## config.mk

```make
export PLATFORM = sky130hd
export DESIGN_NAME = cantw_mode_wake
export DESIGN_NICKNAME = d
export VERILOG_FILES = /design/src/include/cantw_pkg.sv /design/src/core/cantw_mode_wake.sv
export SDC_FILE = /design/constraint.sdc
export NUM_CORES = 1
export LEC_CHECK = 0
export ABC_AREA = 1
export BUFFER_PORTS_ARGS = -buffer_cell sky130_fd_sc_hd__buf_2
export CAP_MARGIN = 20
export CORE_UTILIZATION = 50
export CTS_BUF_LIST = sky130_fd_sc_hd__clkbuf_8
export CTS_CLUSTER_DIAMETER = 200
export DETAILED_ROUTE_END_ITERATION = 10
export PLACE_DENSITY = 0.69
export RECOVER_POWER = 50
export SYNTH_ARGS = -nofsm -noshare
export SYNTH_HDL_FRONTEND = slang
export SYNTH_SLANG_ARGS = --single-unit
export TNS_END_PERCENT = 30
```

## constraint.sdc

```tcl
create_clock -name clk -period 5.27 [get_ports clk]
set_input_delay 0.527 -clock clk [delete_from_list [all_inputs] [get_ports clk]]
set_output_delay 0.527 -clock clk [all_outputs]
set_load 0.1 [all_outputs]
```

## src/include/cantw_pkg.sv

```systemverilog
// Shared constants for the CAN transceiver mode and wake-up control block
package cantw_pkg;

  // Interface modes
  typedef enum logic [1:0] {
    MODE_TXRX,
    MODE_RXONLY,
    MODE_SLEEP
  } cantw_mode_e;

  // Slew rate codes, fastest is the default
  localparam logic [1:0] SLEW_FAST   = 2'h0;
  localparam logic [1:0] SLEW_MEDIUM = 2'h1;
  localparam logic [1:0] SLEW_SLOW   = 2'h2;

  // Timing in nanoseconds at a 125 MHz clock
  localparam int CLK_PERIOD_NS    = 8;
  localparam int PULSE_MIN_NS     = 500;
  localparam int WINDOW_NS        = 120000;
  localparam int SINGLE_PULSE_NS  = 2000;
  // Least times round up, the window (a longest time) rounds down
  localparam int PULSE_MIN_CYC    =
    (PULSE_MIN_NS + CLK_PERIOD_NS - 1) / CLK_PERIOD_NS;
  localparam int WINDOW_CYC       = WINDOW_NS / CLK_PERIOD_NS;
  localparam int SINGLE_PULSE_CYC =
    (SINGLE_PULSE_NS + CLK_PERIOD_NS - 1) / CLK_PERIOD_NS;

  localparam int PATTERN_PULSES   = 3;
  localparam int CNT_W            = 14;

endpackage

```

## src/core/cantw_mode_wake.sv

```systemverilog
// CAN transceiver mode control, bus drive mapping and bus wake-up detection
// Functional notes
// Tx/rx: driver, receiver on; bus follows transmit; receive shows bus.
// Receive-only: driver off, receiver reports bus, transmit input ignored.
// Driver enables only in normal mode once transmit input is recessive.
// Driver on: transmit high gives recessive, low gives dominant drive.
// Receive output high when bus recessive, low when bus dominant; the code holds it high in sleep mode whatever the bus.
// Three selectable slew rates; fastest is the default.
// Controller keeps bit rate at or above 40 kBaud.
// Sleep: drivers off, lines terminated to ground, split pin released.
// Bus wake sets a sticky flag, pulses interrupt, wakes low-power device.
// Returning from sleep to normal restores lines to recessive.
// Bus wake-up detection in sleep is enabled by a control setting.
// Pattern wake needs three dominant pulses, each longer than 500 ns.
// The three pattern pulses must fall within a 120 us window.
// Single-pulse select set: wake after one dominant pulse of 2.0 us.
// Split bias active in tx/rx and receive-only modes.
// Permanent recessive receive failure sets a flag, forces receive-only.
// Pattern pulse counter restarts when the window expires early.
`timescale 1ns/1ps

module cantw_mode_wake #(
  parameter int WINDOW_CYC = cantw_pkg::WINDOW_CYC
) (
  input  wire logic       clk,
  input  wire logic       reset_n,
  input  wire logic       txData,
  output logic            rxData,
  input  wire logic [1:0] modeRequest,
  input  wire logic       slewWrite,
  input  wire logic [1:0] slewSelect,
  input  wire logic       wakeEnable,
  input  wire logic       single_pulse_wake_select,
  input  wire logic       wakeFlagClear,
  input  wire logic       rxFailClear,
  input  wire logic       lowPower,
  output logic [1:0]      slewRate,
  output logic            wakeFlag,
  output logic            wakePulse,
  output logic            wakeRequest,
  output logic            rxHighFail,
  output logic [1:0]      modeActive,
  input  wire logic       busDominant,
  input  wire logic       wakeRxDominant,
  input  wire logic       rxPinSense,
  output logic            driveDominant,
  output logic            driverEnable,
  output logic            receiverEnable,
  output logic            splitEnable,
  output logic            termToGround
);

  // ---------------------------------------------------------------
  // Reset release and input synchronisers
  // ---------------------------------------------------------------
  logic       rstMeta;
  logic       rstSync;
  logic [4:0] syncA;
  logic [4:0] syncB;
  logic       txS;
  logic       busS;
  logic       wakeS;
  logic       senseS;
  logic       wakeEnS;

  always_ff @(posedge clk or negedge reset_n)
  begin
    if (!reset_n)
      {rstSync, rstMeta} <= 2'h0;
    else
      {rstSync, rstMeta} <= {rstMeta, 1'b1};
  end

  // Pins and analog comparators are asynchronous to clk
  always_ff @(posedge clk or negedge rstSync)
  begin
    if (!rstSync)
      {syncB, syncA} <= {5'h01, 5'h01};
    else
      {syncB, syncA} <= {syncA, wakeEnable, rxPinSense, wakeRxDominant,
                         busDominant, txData};
  end

  assign {wakeEnS, senseS, wakeS, busS, txS} = syncB;

  // ---------------------------------------------------------------
  // Mode control
  // ---------------------------------------------------------------
  cantw_pkg::cantw_mode_e mode;
  cantw_pkg::cantw_mode_e reqMode;
  logic                   wakeDet;

  always_comb
  begin
    unique case (modeRequest)
      2'h0:    reqMode = cantw_pkg::MODE_TXRX;
      2'h1:    reqMode = cantw_pkg::MODE_RXONLY;
      default: reqMode = cantw_pkg::MODE_SLEEP;
    endcase
  end

  always_ff @(posedge clk or negedge rstSync)
  begin
    if (!rstSync)
      mode <= cantw_pkg::MODE_SLEEP;
    else if (wakeDet && mode == cantw_pkg::MODE_SLEEP)
      mode <= rxHighFail ? cantw_pkg::MODE_RXONLY : cantw_pkg::MODE_TXRX;
    else if (rxHighFail && reqMode == cantw_pkg::MODE_TXRX)
      mode <= cantw_pkg::MODE_RXONLY;
    else
      mode <= reqMode;
  end

  assign modeActive = mode;

  // ---------------------------------------------------------------
  // Driver arming and bus drive
  // ---------------------------------------------------------------
  // Arming waits for recessive transmit so a stuck-low input
  // cannot clamp the bus on entry into normal mode
  logic armed;

  always_ff @(posedge clk or negedge rstSync)
  begin
    if (!rstSync)
      armed <= 1'b0;
    else if (mode != cantw_pkg::MODE_TXRX)
      armed <= 1'b0;
    else if (txS)
      armed <= 1'b1;
  end

  always_ff @(posedge clk or negedge rstSync)
  begin
    if (!rstSync)
      {driverEnable, driveDominant} <= 2'h0;
    else
    begin
      driverEnable  <= armed;
      driveDominant <= armed && !txS;
    end
  end

  always_ff @(posedge clk or negedge rstSync)
  begin
    if (!rstSync)
    begin
      receiverEnable <= 1'b0;
      splitEnable    <= 1'b0;
      termToGround   <= 1'b1;
      rxData         <= 1'b1;
    end
    else
    begin
      receiverEnable <= mode != cantw_pkg::MODE_SLEEP;
      splitEnable    <= mode != cantw_pkg::MODE_SLEEP;
      termToGround   <= mode == cantw_pkg::MODE_SLEEP;
      rxData         <= (mode == cantw_pkg::MODE_SLEEP) || !busS;
    end
  end

  // ---------------------------------------------------------------
  // Slew rate
  // ---------------------------------------------------------------
  always_ff @(posedge clk or negedge rstSync)
  begin
    if (!rstSync)
      slewRate <= cantw_pkg::SLEW_FAST;
    else if (slewWrite && slewSelect != 2'h3)
      slewRate <= slewSelect;
  end

  // ---------------------------------------------------------------
  // Receive permanent recessive detection
  // ---------------------------------------------------------------
  // Checked at each dominant-to-recessive edge of the bus outside sleep mode:
  // the pin should still read low just before, as it follows the bus
  logic busPrev;
  logic sensePrev;

  always_ff @(posedge clk or negedge rstSync)
  begin
    if (!rstSync)
    begin
      busPrev    <= 1'b0;
      sensePrev  <= 1'b1;
      rxHighFail <= 1'b0;
    end
    else
    begin
      busPrev   <= busS;
      sensePrev <= senseS;
      if (mode != cantw_pkg::MODE_SLEEP && busPrev && !busS && sensePrev)
        rxHighFail <= 1'b1;
      else if (rxFailClear && !txS)
        rxHighFail <= 1'b0;
    end
  end

  // ---------------------------------------------------------------
  // Bus wake-up detection
  // ---------------------------------------------------------------
  logic [cantw_pkg::CNT_W-1:0] pulseCnt;
  logic [cantw_pkg::CNT_W-1:0] winCnt;
  logic [1:0]                  pulseNum;
  logic                        winOpen;
  logic                        wakeArm;
  logic                        pulseValid;
  logic                        pulseEnd;

  assign wakeArm    = mode == cantw_pkg::MODE_SLEEP && wakeEnS;
  assign pulseValid = pulseCnt >= cantw_pkg::CNT_W'(cantw_pkg::PULSE_MIN_CYC);
  assign pulseEnd   = !wakeS && pulseCnt != '0;

  always_ff @(posedge clk or negedge rstSync)
  begin
    if (!rstSync)
      pulseCnt <= '0;
    else if (!wakeArm || !wakeS)
      pulseCnt <= '0;
    else if (pulseCnt != '1)
      pulseCnt <= pulseCnt + 1'b1;
  end

  always_ff @(posedge clk or negedge rstSync)
  begin
    if (!rstSync)
    begin
      pulseNum <= 2'h0;
      winCnt   <= '0;
      winOpen  <= 1'b0;
      wakeDet  <= 1'b0;
    end
    else
    begin
      wakeDet <= 1'b0;
      if (!wakeArm)
      begin
        pulseNum <= 2'h0;
        winOpen  <= 1'b0;
        winCnt   <= '0;
      end
      else if (single_pulse_wake_select)
      begin
        if (pulseCnt == cantw_pkg::CNT_W'(cantw_pkg::SINGLE_PULSE_CYC))
          wakeDet <= 1'b1;
      end
      else
      begin
        if (winOpen)
          winCnt <= winCnt + 1'b1;
        if (winOpen && winCnt >= cantw_pkg::CNT_W'(WINDOW_CYC - 1))
        begin
          pulseNum <= 2'h0;
          winOpen  <= 1'b0;
          winCnt   <= '0;
        end
        else if (pulseEnd && pulseValid)
        begin
          if (!winOpen)
          begin
            winOpen <= 1'b1;
            winCnt  <= pulseCnt;
          end
          if (pulseNum == 2'(cantw_pkg::PATTERN_PULSES - 1))
          begin
            wakeDet  <= 1'b1;
            pulseNum <= 2'h0;
            winOpen  <= 1'b0;
          end
          else
            pulseNum <= pulseNum + 1'b1;
        end
      end
    end
  end

  // Sticky flag: a new wake wins over a clear in the same cycle
  always_ff @(posedge clk or negedge rstSync)
  begin
    if (!rstSync)
    begin
      wakeFlag    <= 1'b0;
      wakePulse   <= 1'b0;
      wakeRequest <= 1'b0;
    end
    else
    begin
      wakePulse   <= wakeDet;
      wakeRequest <= wakeDet && lowPower;
      if (wakeDet)
        wakeFlag <= 1'b1;
      else if (wakeFlagClear)
        wakeFlag <= 1'b0;
    end
  end

endmodule

```

======== Yosys cells after proc, flatten, opt, wreduce, memory -nomap -nowiden ========
Cells that the tools add are included.
storage, ports and cells
  register bits ........................... 60
  bits of input ports ..................... 16
cells by class
  reduce and logical (&&, ||, !) cells .... 28
  $lt $le $gt $ge ......................... 2
  multiplexer cells ....................... 34
  equal/unequal tests ..................... 9
  $add $sub $neg .......................... 3
operators with widths
  cell                   number
  $mux 14                8
  $add 14x1->14 const B  2
  $mux 1                 18
  $eq 14x8->1 const B    1
  $ge 14x14->1 const B   1
  $ge 14x6->1 const B    1
  $mux 2                 7
  $ne 14x14->1 const B   1
  $reduce_bool 14->1     1
  $logic_and 1x1->1      13
  $reduce_bool 2->1      5
  $ne 2x2->1 const B     3
  $eq 2x2->1 const B     2
  $logic_not 1->1        4
  $logic_not 2->1        2
  $pmux 2 s2             1
  $ne 3x1->1 const B     1
  $add 2x1->2 const B    1
  $eq 2x1->1 const B     1
  $logic_or 1x1->1       2
  $reduce_and 2->1       1

======== Depth between registers and ports, before layout ========
Gate-level depths: netlist of the first run.
  depth in word-level cells ............... 7
  depth in mapped cells ................... 11
  gate-level depth less buffers ........... 11

======== Worst setup path before layout of the first run ========
OpenSTA, ideal clock, no wires.
  path kind ............................... flip-flop to flip-flop
  start ................................... register mode[1], in the netlist modeActive[1]
  end ..................................... register pulseCnt[12] (netlist name)
  buffers on the path ..................... 1
  data arrival time ....................... 1.788 ns
  clock period less this slack ............ 1.870 ns
  slack ................................... 3.400 ns
  library setup time ...................... 0.082 ns
  cell stages (with the launch flop) ...... 8
  cell sequence ........................... dfstp_2 > inv_1 > nor2_4 > nand2_1 > nor2_1 > buf_2 > o21ai_0 > a31oi_1
between the ends
  longest elaborated chain between the ends .. 5
  elaborated cells between the ends (all ways) .. 6
  classes of those cells .................. 1 x eq/ne; 1 x mux; 4 x reduce/logical
ends and longest elaborated chain
  what                                                 line                    text
  start: declaration                                   cantw_mode_wake.sv:89   cantw_pkg::cantw_mode_e mode;
  start signal: assignment                             cantw_mode_wake.sv:105  mode <= cantw_pkg::MODE_SLEEP;
  start signal: assignment                             cantw_mode_wake.sv:107  mode <= rxHighFail ? cantw_pkg::MODE_RXONLY : cantw_pkg::MODE_TXRX;
  start signal: assignment                             cantw_mode_wake.sv:109  mode <= cantw_pkg::MODE_RXONLY;
  $eq 2x2->1 (*)                                       cantw_mode_wake.sv:211  assign wakeArm = mode == cantw_pkg::MODE_SLEEP && wakeEnS;
  $logic_and 1x1->1 (*)                                cantw_mode_wake.sv:211
  $logic_not 1->1 (*)                                  n/a
  $logic_or 1x1->1 (*)                                 cantw_mode_wake.sv:219  else if (!wakeArm || !wakeS)
  $mux 14 / $reduce_bool 2->1 (equally long branches)  n/a
  end signal: assignment                               cantw_mode_wake.sv:222  pulseCnt <= pulseCnt + 1'b1;
  end: declaration                                     cantw_mode_wake.sv:203  logic [cantw_pkg::CNT_W-1:0] pulseCnt;
Every way passes the cells marked *; elsewhere a longest branch is shown, timed or not.
A chain may end at the register's enable or synchronous reset.

==> metrics, run 1 <==
signal arrival time at the worst endpoint 2.83 ns; IO Port Bufs 29; HPWL Detailed 4270 um; H-tree depth 3; Boundary Pins 30; count of antenna-violating nets left after detailed routing 0; final sum of negative setup slack 0 ns; number of core rows 27; filler-free cell count of the finished design 474; post-layout minimum cycle time 2.98 ns; most numerous cell in the Yosys netlist sky130_fd_sc_hd__nand2_1; area share of the largest cell type after synthesis 45.7%; Core Region 5610 sq um; cts bufs inserted 9; clock latency at the later pin of the worst-skew pair 0.35 ns; number of library cell types mapped by synthesis 32; total length of routed wires 6030 um; cell types with the largest area share after synthesis sky130_fd_sc_hd__dfrtp_1, sky130_fd_sc_hd__nand2_1, sky130_fd_sc_hd__inv_1, sky130_fd_sc_hd__dfstp_2, sky130_fd_sc_hd__nor2_1; register clock-pin slew on the reported worst setup and hold paths 0.08 ns; effective utilization at floorplan 52.7%; Most used DFF post-synth sky130_fd_sc_hd__dfrtp_1; number of antenna violations at the first check in global routing 0; R2R cell count 1; number of max-slew violations in the final report 54; Req. time, crit path 5.13 ns; number of standard cells after synthesis 360; Layout Skew 0.0104 ns; kind of end point of the critical path async pin; DRC viols 0; Routed wire per std cell 12.7 um; share of synthesized area spent on multiplexers 0%; crit share post-route 56.5%; CP startpoint kind register; compound-gate portion of the synthesized area 8.12%; setup repair after global routing missed its margin no; max frequency 336 MHz; net count of the finished layout 417; number of nets produced by synthesis 380; peak fanout along the critical path 53; die outline width 78.9 um; last weighted congestion value of the routability-driven placer 0.837; leakage power 1.68 nW; final number of hold-violating endpoints 0; Area Growth Syn to Fin 13.9%; pin count of the biggest net entering global routing 54; vias in the first global route 2240; number of antenna diodes 0; count of flip-flops with a built-in enable after synthesis 0; Crit path depth 1; share of cells above drive strength 1 17.9%; total via count after detailed routing 2381; CTS tree yes; max-slew headroom at the worst pin -84.1%; pre-CTS setup slack 3.28 ns; sequential share of the synthesized area 51.0%; cell types with the highest counts after synthesis sky130_fd_sc_hd__nand2_1, sky130_fd_sc_hd__dfrtp_1, sky130_fd_sc_hd__inv_1; combined area of all synthesized cells 2960 sq um; fill count 522; die height 78.9 um; total setup violations reported at the end of the flow 0; wire length of the first global-routing pass 10500 um; failing checks capacitance limit, slew limit; maximum clock path buffer count 2; max-capacitance violation count 1; dominant combinational cell family by area after synthesis simple AND/OR/NAND/NOR gates; worst IR drop on VDD 0.000180 V; slack of the critical path 2.29 ns; delay contributed by the slowest stage of the critical path 1.99 ns; Via-to-Cell Ratio 5.02; mean instance size in the synthesized netlist 8.22 sq um; Pwr Density 300 nW/um^2; die area 6230 sq um; clock sink count 60; ordered cell list for the critical path clkbuf_1; simple-gate portion of the synthesized area 29.9%; area share of xor/xnor cells in the synthesized design 2.07%; master of the slowest instance on the critical path sky130_fd_sc_hd__clkbuf_1; Worst Path Buf+Inv 1; critical register-to-register path endpoint pulseCnt[6]$_DFFE_PN0P_; number of synthesis warnings 0; cell count after placement 457; Total GRT Usage 22.4%; Post-CTS Setup Repair Bufs 0; overflow left after global routing 0; result of the run finished, violations left; Hold/Removal Path Class register to async pin; cell accounting for the most synthesized area sky130_fd_sc_hd__dfrtp_1; root buffer selected by CTS sky130_fd_sc_hd__clkbuf_8; Seq cells post-synth 60; first-pass iteration count of the detailed router 4; worst reg2reg path startpoint rstSync$_DFF_PN0_; share of flip-flops with an asynchronous set or reset after synthesis 100%; Initial DRC Count 108; adder-cell area share of the yosys netlist 1.69%; slew at the pin closest to its max-slew limit 2.76 ns; worst setup path class register to async pin; gate family responsible for the most delay along the worst path buffers and inverters; FF-to-FF setup slack 2.29 ns
-- per-layer routing --
layer | track usage (%) | vias up | wire length [um]
met5 | 0 | - | 0
met4 | 6.91 | 0 | 92
met3 | 6.90 | 9 | 230
met2 | 34.8 | 44 | 2800
met1 | 30.2 | 1110 | 2910
li1 | - | 1218 | -
-- registers in the layout, summed over array words and instances, names as in the netlist, 2 cells and up --
name / flops
syncA: 5
slewRate: 2
winCnt: 14
modeActive: 2
pulseNum: 2
pulseCnt: 14
syncB: 5
-- worst max path at each step --
stage,slack (ns),from,endpoint
2_1_floorplan,3.40,modeActive[1]$_DFF_PN1_,pulseCnt[12]$_DFFE_PN0P_
3_3_place_gp,3.37,modeActive[1]$_DFF_PN1_,pulseCnt[2]$_DFFE_PN0P_
3_5_place_dp,3.28,modeActive[1]$_DFF_PN1_,pulseCnt[2]$_DFFE_PN0P_
4_1_cts,3.25,modeActive[1]$_DFF_PN1_,pulseCnt[8]$_DFFE_PN0P_
5_1_grt,1.58,rstSync$_DFF_PN0_,winCnt[11]$_DFFE_PN0P_
6_report,2.29,rstSync$_DFF_PN0_,pulseCnt[6]$_DFFE_PN0P_
-- where the power goes --
part / internal (mW) / switching [mW] / leakage, nW
sequential: 0.475 / 0.00721 / 0.778
combinational: 0.0153 / 0.0791 / 0.805
clock: 0.226 / 0.208 / 0.101
-- cells by family (layout without fill, tap and decap cells) --
logic type	count (synthesis)	count (layout)
simple gates	194	194
flops	60	60
buf+inv	52	94
compound gates	42	42
xor+xnor	7	7
fa+ha+maj	4	4
other cells	1	1
-- final cells by class --
type                            count  area, sq um  share of cell area [%]
Tap cell                           72         90.1                    2.67
Clock buffer                        9          124                    3.68
Clock inverter                      7         81.3                    2.41
Inverter                           47          176                    5.24
Multi-Input combinational cell    248         1230                    36.5
Timing Repair Buffer               31          158                    4.68
Sequential cell                    60         1510                    44.8
-- what timing repair did --
item	4_1_cts	5_1_grt
endpoints found under the hold margin	2	0
gates resized for setup	0	0
hold buffers	1	0
-- per-stage QoR --
step | hold WS (ns) | instance area [sq um] | total power [mW] | utilization (%)
2_1_floorplan | 0.231 | 2960 | 0.567 | -
6_report | 0.0880 | 3370 | 1.01 | 60.1
3_5_place_dp | 0.0787 | 3170 | 0.588 | 56.5
3_3_place_gp | 0.0734 | 3170 | 0.586 | 56.5
4_1_cts | 0.0833 | 3380 | 1.02 | 60.3
5_1_grt | 0.120 | 3370 | 1.05 | 60.1
-- layout by cell type (no fill, tap or decap), types with 2 or more instances in the layout --
cell | netlist | routed
sky130_fd_sc_hd__nand2_2 | 9 | 9
sky130_fd_sc_hd__inv_6 | 0 | 4
sky130_fd_sc_hd__nor3_1 | 7 | 7
sky130_fd_sc_hd__nor2_2 | 6 | 6
sky130_fd_sc_hd__nand4_1 | 2 | 2
sky130_fd_sc_hd__dfrtp_1 | 54 | 54
sky130_fd_sc_hd__clkbuf_1 | 0 | 2
sky130_fd_sc_hd__nand3_1 | 26 | 26
sky130_fd_sc_hd__xor2_1 | 7 | 7
sky130_fd_sc_hd__a31oi_1 | 3 | 3
sky130_fd_sc_hd__nand2_1 | 95 | 95
sky130_fd_sc_hd__nand3b_1 | 3 | 3
sky130_fd_sc_hd__inv_2 | 2 | 2
sky130_fd_sc_hd__clkbuf_8 | 0 | 9
sky130_fd_sc_hd__o21ai_0 | 19 | 19
sky130_fd_sc_hd__o22ai_1 | 6 | 6
sky130_fd_sc_hd__o31ai_1 | 2 | 2
sky130_fd_sc_hd__dfstp_2 | 6 | 4
sky130_fd_sc_hd__nor2_4 | 3 | 2
sky130_fd_sc_hd__inv_1 | 45 | 45
sky130_fd_sc_hd__o211ai_1 | 3 | 3
sky130_fd_sc_hd__nor2_1 | 37 | 38
sky130_fd_sc_hd__o21ai_1 | 2 | 2
sky130_fd_sc_hd__dfstp_1 | 0 | 2
sky130_fd_sc_hd__nand3_2 | 3 | 3
sky130_fd_sc_hd__buf_2 | 3 | 28
sky130_fd_sc_hd__ha_1 | 4 | 4
sky130_fd_sc_hd__a21oi_1 | 5 | 5
Power figures use the tool's default switching activity.
==> run 2, diff against run 1 <==
PLACE_DENSITY = 0.72   (was 0.69)
clock period = 2.7 ns   (was 5.27 ns; I/O delays follow)
==> run 2 against run 1 <==
The run now ends clean. Combinational power is 91% higher. Fmax grew 46%. Non-clock buffer count up 1. Worst setup slack worse by 1.6 ns. Cell count increased by 0.21%. Critical path type is now register to register.
==> metrics, run 2 (synthesis gave the netlist of run 1 again) <==
final sum of negative setup slack 0 ns; leading cell type in the layout, fill and taps excluded sky130_fd_sc_hd__nand2_1; post-layout minimum cycle time 2.04 ns; number of core rows 27; die height 78.9 um; last weighted congestion value of the routability-driven placer 0.881; Hold/Removal Path Class primary input to register; Via-to-Cell Ratio 5.10; post-CTS resize count 0; gate family responsible for the most delay along the worst path simple AND/OR/NAND/NOR gates; Core Region 5610 sq um; filler-free cell count of the finished design 475; cts bufs inserted 9; critical register-to-register path endpoint wakeDet$_DFF_PN0_; total length of routed wires 5920 um; H-tree depth 3; max frequency 491 MHz; registers with the highest flip-flop counts pulseCnt (14), winCnt (14); Req. time, crit path 2.98 ns; result of the run complete, no violations; final instance area 3400 sq um; count of antenna-violating nets left after detailed routing 0; die area 6230 sq um; placed cell area 3190 sq um; commonest non-fill, non-tap cells in the layout sky130_fd_sc_hd__nand2_1, sky130_fd_sc_hd__dfrtp_1, sky130_fd_sc_hd__inv_1; effective utilization at floorplan 52.7%; ordered cell list for the critical path inv_1, nor2_1, nand2_1, inv_1, nand2_1, inv_1, nand3_1, nand2_1; hold path startpoint txData; number of antenna diodes 0; total setup violations reported at the end of the flow 0; hold worst-path end syncA[0]$_DFF_PN1_; worst reg2reg path startpoint modeActive[1]$_DFF_PN1_; number of max-slew violations in the final report 0; CP startpoint kind register; leakage power 1.70 nW; Boundary Pins 30; Pwr Density 599 nW/um^2; HPWL Detailed 4280 um; first-pass iteration count of the detailed router 4; clock latency at the later pin of the worst-skew pair 0.34 ns; Layout Skew 0.0127 ns; setup repair after global routing missed its margin no; final number of hold-violating endpoints 0; CTS tree yes; worst setup path class register to register; delay contributed by the slowest stage of the critical path 0.55 ns; register clock-pin slew on the reported worst setup and hold paths 0.07 ns; Routed wire per std cell 12.5 um; crit share post-route 75.4%; peak fanout along the critical path 15; pin count of the biggest net entering global routing 37; R2R cell count 8; slew at the pin closest to its max-slew limit 0.880 ns; signal arrival time at the worst endpoint 2.32 ns; number of antenna violations at the first check in global routing 0; root buffer selected by CTS sky130_fd_sc_hd__clkbuf_8; Area Growth Syn to Fin 14.8%; IO Port Bufs 29; FF-to-FF setup slack 0.66 ns; kind of end point of the critical path register; total via count after detailed routing 2424; die outline width 78.9 um; max-slew headroom at the worst pin 41.3%; DRC viols 0; master of the slowest instance on the critical path sky130_fd_sc_hd__dfstp_2; Worst Hold Path Cells 1; Worst Path Buf+Inv 3; vias in the first global route 2245; maximum clock path buffer count 2; fill count 494; Total GRT Usage 21.5%; Initial DRC Count 137; max-capacitance violation count 0; hold-fix buffers at CTS 1; clock sink count 60; cell count after placement 458; share of cells above drive strength 1 18.6%; overflow left after global routing 0; net count of the finished layout 418; Post-CTS Setup Repair Bufs 0; wire length of the first global-routing pass 10200 um; worst IR drop on VDD 0.000440 V
==> run 2: cell types whose count changed in the layout (fill, tap and decap cells not counted), sizes merged <==
cell    delta
clkinv     +2
buf        +1
inv        -3
bufinv     +1
==> run 2: worst max-delay path by stage <==
stage                                  from                  endpoint  slack, ns  cells past startpoint
global placement    pulseCnt[1]$_DFFE_PN0P_     winCnt[9]$_DFFE_PN0P_       0.89                      9
floorplan           modeActive[1]$_DFF_PN1_  pulseCnt[12]$_DFFE_PN0P_       0.83                      7
global route        modeActive[1]$_DFF_PN1_         wakeDet$_DFF_PN0_       0.45                      8
finish              modeActive[1]$_DFF_PN1_         wakeDet$_DFF_PN0_       0.66                      8
CTS                 modeActive[1]$_DFF_PN1_         wakeDet$_DFF_PN0_       0.81                      8
detailed placement  modeActive[1]$_DFF_PN1_         wakeDet$_DFF_PN0_       0.84                      8
==> run 2: cell type report <==
cell class                 count  area, sq um  area share, %
clock buffer                   9          124           3.65
clock inverter                 7         98.8           2.91
inverter                      47          176           5.20
multi-input combinational    248         1230           36.3
sequential                    60         1510           44.4
tap                           72         90.1           2.65
timing repair buffer          32          166           4.90
==> run 2: power breakdown <==
group	switching (mW)	internal, mW	total (mW)	leakage (nW)
Combinational	0.149	0.0309	0.180	0.813
Clock	0.384	0.524	0.908	0.110
Sequential	0.0187	0.928	0.947	0.779
==> run 2: through the flow <==
step	total power [mW]	setup WS [ns]	utilization [%]	hold WS, ns
floorplan	1.11	0.830	-	-0.0256
global placement	1.15	0.891	56.8	0.0554
detailed placement	1.15	0.838	56.8	0.0558
CTS	2.06	0.813	61.0	0.0129
global route	2.10	0.454	60.6	0.00878
finish	2.04	0.665	60.6	0.0290
==> run 2: layer usage <==
| metal | routed length (um) | share of wire (%) | GRT usage [%] | vias to the layer above |
|---|---|---|---|---|
| met2 | 2640 | 45 | 32.6 | 49 |
| met1 | 2920 | 49 | 28.9 | 1148 |
| met3 | 287 | 4.8 | 5.75 | 8 |
| li1 | - | - | - | 1219 |
| met4 | 78 | 1.3 | 9.64 | 0 |
| met5 | 0 | 0 | 0 | - |
==> run 2: worst register-to-register path, cell delays in order, from the launching register on <==
cell and delay [ns]:
sky130_fd_sc_hd__dfstp_2 0.55, sky130_fd_sc_hd__inv_1 0.04, sky130_fd_sc_hd__nor2_1 0.21, sky130_fd_sc_hd__nand2_1 0.20
sky130_fd_sc_hd__inv_1 0.13, sky130_fd_sc_hd__nand2_1 0.32, sky130_fd_sc_hd__inv_1 0.33, sky130_fd_sc_hd__nand3_1 0.12
sky130_fd_sc_hd__nand2_1 0.09
==> run 3, diff against run 2 <==
PLACE_DENSITY = 0.69   (was 0.72)
clock period = 1.9 ns   (was 2.7 ns; I/O delays follow)
==> run 3 against run 2 <==
Flip-flop and latch count unchanged. Final area up 1.4%. Die area unchanged. Critical path depth up 1. Fmax up 16%. Largest cell class unchanged.
==> metrics, run 3 (synthesis gave the netlist of run 1 again) <==
Layout Skew 0.00886 ns; cell count after placement 462; IO Port Bufs 29; total length of routed wires 6160 um; register clock-pin slew on the reported worst setup and hold paths 0.08 ns; total via count after detailed routing 2419; crit share post-route 92.0%; Routed wire per std cell 12.7 um; filler-free cell count of the finished design 484; last weighted congestion value of the routability-driven placer 0.840; H-tree depth 3; die area 6230 sq um; die height 78.9 um; leading cell type in the layout, fill and taps excluded sky130_fd_sc_hd__nand2_1; CP startpoint kind register; Hold/Removal Path Class primary input to register; launch point of the worst path pulseCnt[1]$_DFFE_PN0P_; registers with the highest flip-flop counts pulseCnt (14), winCnt (14); total setup violations reported at the end of the flow 0; overflow left after global routing 0; number of antenna diodes 0; pin count of the biggest net entering global routing 29; Total GRT Usage 23.4%; HPWL Detailed 4500 um; CTS tree yes; post-layout minimum cycle time 1.75 ns; Via-to-Cell Ratio 5.00; Post-CTS Setup Repair Bufs 0; peak fanout along the critical path 11; wire length of the first global-routing pass 10900 um; number of core rows 27; hold path startpoint modeRequest[1]; DRC viols 0; maximum clock path buffer count 2; Initial DRC Count 199; root buffer selected by CTS sky130_fd_sc_hd__clkbuf_8; setup repair after global routing missed its margin yes; Req. time, crit path 2.11 ns; cts bufs inserted 9; max-capacitance violation count 0; Boundary Pins 30; share of cells above drive strength 1 19.4%; slew at the pin closest to its max-slew limit 1.05 ns; count of antenna-violating nets left after detailed routing 0; Pwr Density 767 nW/um^2; leakage power 1.72 nW; effective utilization at floorplan 52.7%; result of the run complete, no violations; worst setup path class register to register; die outline width 78.9 um; max frequency 572 MHz; number of max-slew violations in the final report 0; number of antenna violations at the first check in global routing 0; signal arrival time at the worst endpoint 1.96 ns; max-slew headroom at the worst pin 29.8%; first-pass iteration count of the detailed router 5; clock sink count 60; slack of the critical path 0.153 ns; clock latency at the later pin of the worst-skew pair 0.34 ns; vias in the first global route 2381; kind of end point of the critical path register; worst reg2reg path startpoint pulseCnt[1]$_DFFE_PN0P_; commonest non-fill, non-tap cells in the layout sky130_fd_sc_hd__nand2_1, sky130_fd_sc_hd__dfrtp_1, sky130_fd_sc_hd__inv_1; Area Growth Syn to Fin 16.4%; net count of the finished layout 427; worst IR drop on VDD 0.000683 V; pre-CTS setup slack 0.159 ns; final number of hold-violating endpoints 0; Core Region 5610 sq um
-- run 3: what timing repair did --
action                                  CTS  global route
hold buffers                              6             0
gates resized for setup                   0             3
endpoints found under the setup margin    0             4
hold endpoints to repair                  7             0
-- run 3: power by group --
group,internal [mW],switching (mW)
sequential,1.32,0.0287
combinational,0.0543,0.214
clock,0.478,0.549
total,1.85,0.792
-- run 3: area by class of cell --
cell class              count  area [sq um]
flip-flops and latches     60          1510
fillers                   510          2160
well taps                  72          90.1
multi-input cells         248          1250
repair buffers             41           243
clock buffers               9           124
inverters                  47           176
clock inverters             7          52.6
-- run 3: routing by layer --
layer	vias up	GRT usage, %	part of all wire (%)
li1	1240	-	-
met1	1110	31.4	47
met2	60	36.2	46
met3	9	6.09	5.0
met4	0	9.27	1.7
met5	-	0	0
-- run 3: path summary, 6_finish.rpt --
kind,endpoint,slack (ns),depth (start not counted)
min in group asynchronous,rstMeta$_DFF_PN0_,0.16,2
worst min-delay path,modeActive[1]$_DFF_PN1_,0.04,3
worst min register to register,syncB[4]$_DFF_PN0_,0.35,0
max in group asynchronous,pulseCnt[12]$_DFFE_PN0P_,0.58,1
worst max-delay path,winCnt[6]$_DFFE_PN0P_,0.15,9
worst max register to register,winCnt[6]$_DFFE_PN0P_,0.15,9
-- run 3: through the flow --
stage               total power, mW  setup TNS (ns)  hold slack, ns  util (%)  cell area, sq um
floorplan                      1.57               0          -0.106         -              2960
global placement               1.63               0         -0.0246      57.2              3210
detailed placement             1.64               0         -0.0231      57.2              3210
CTS                            2.69               0          0.0142      61.4              3440
global route                   2.77        -0.00811          0.0387      61.4              3440
finish                         2.64               0          0.0360      61.4              3440
-- run 3: critical path, stage by stage, from the launching register on --
cell                      delay [ns]
sky130_fd_sc_hd__dfrtp_1        0.39
sky130_fd_sc_hd__ha_1           0.20
sky130_fd_sc_hd__nand2_2        0.09
sky130_fd_sc_hd__nor2_4         0.13
sky130_fd_sc_hd__nand2_2        0.07
sky130_fd_sc_hd__nand2_1        0.14
sky130_fd_sc_hd__nand3_4        0.14
sky130_fd_sc_hd__buf_4          0.20
sky130_fd_sc_hd__o21ai_0        0.16
sky130_fd_sc_hd__o22ai_1        0.10
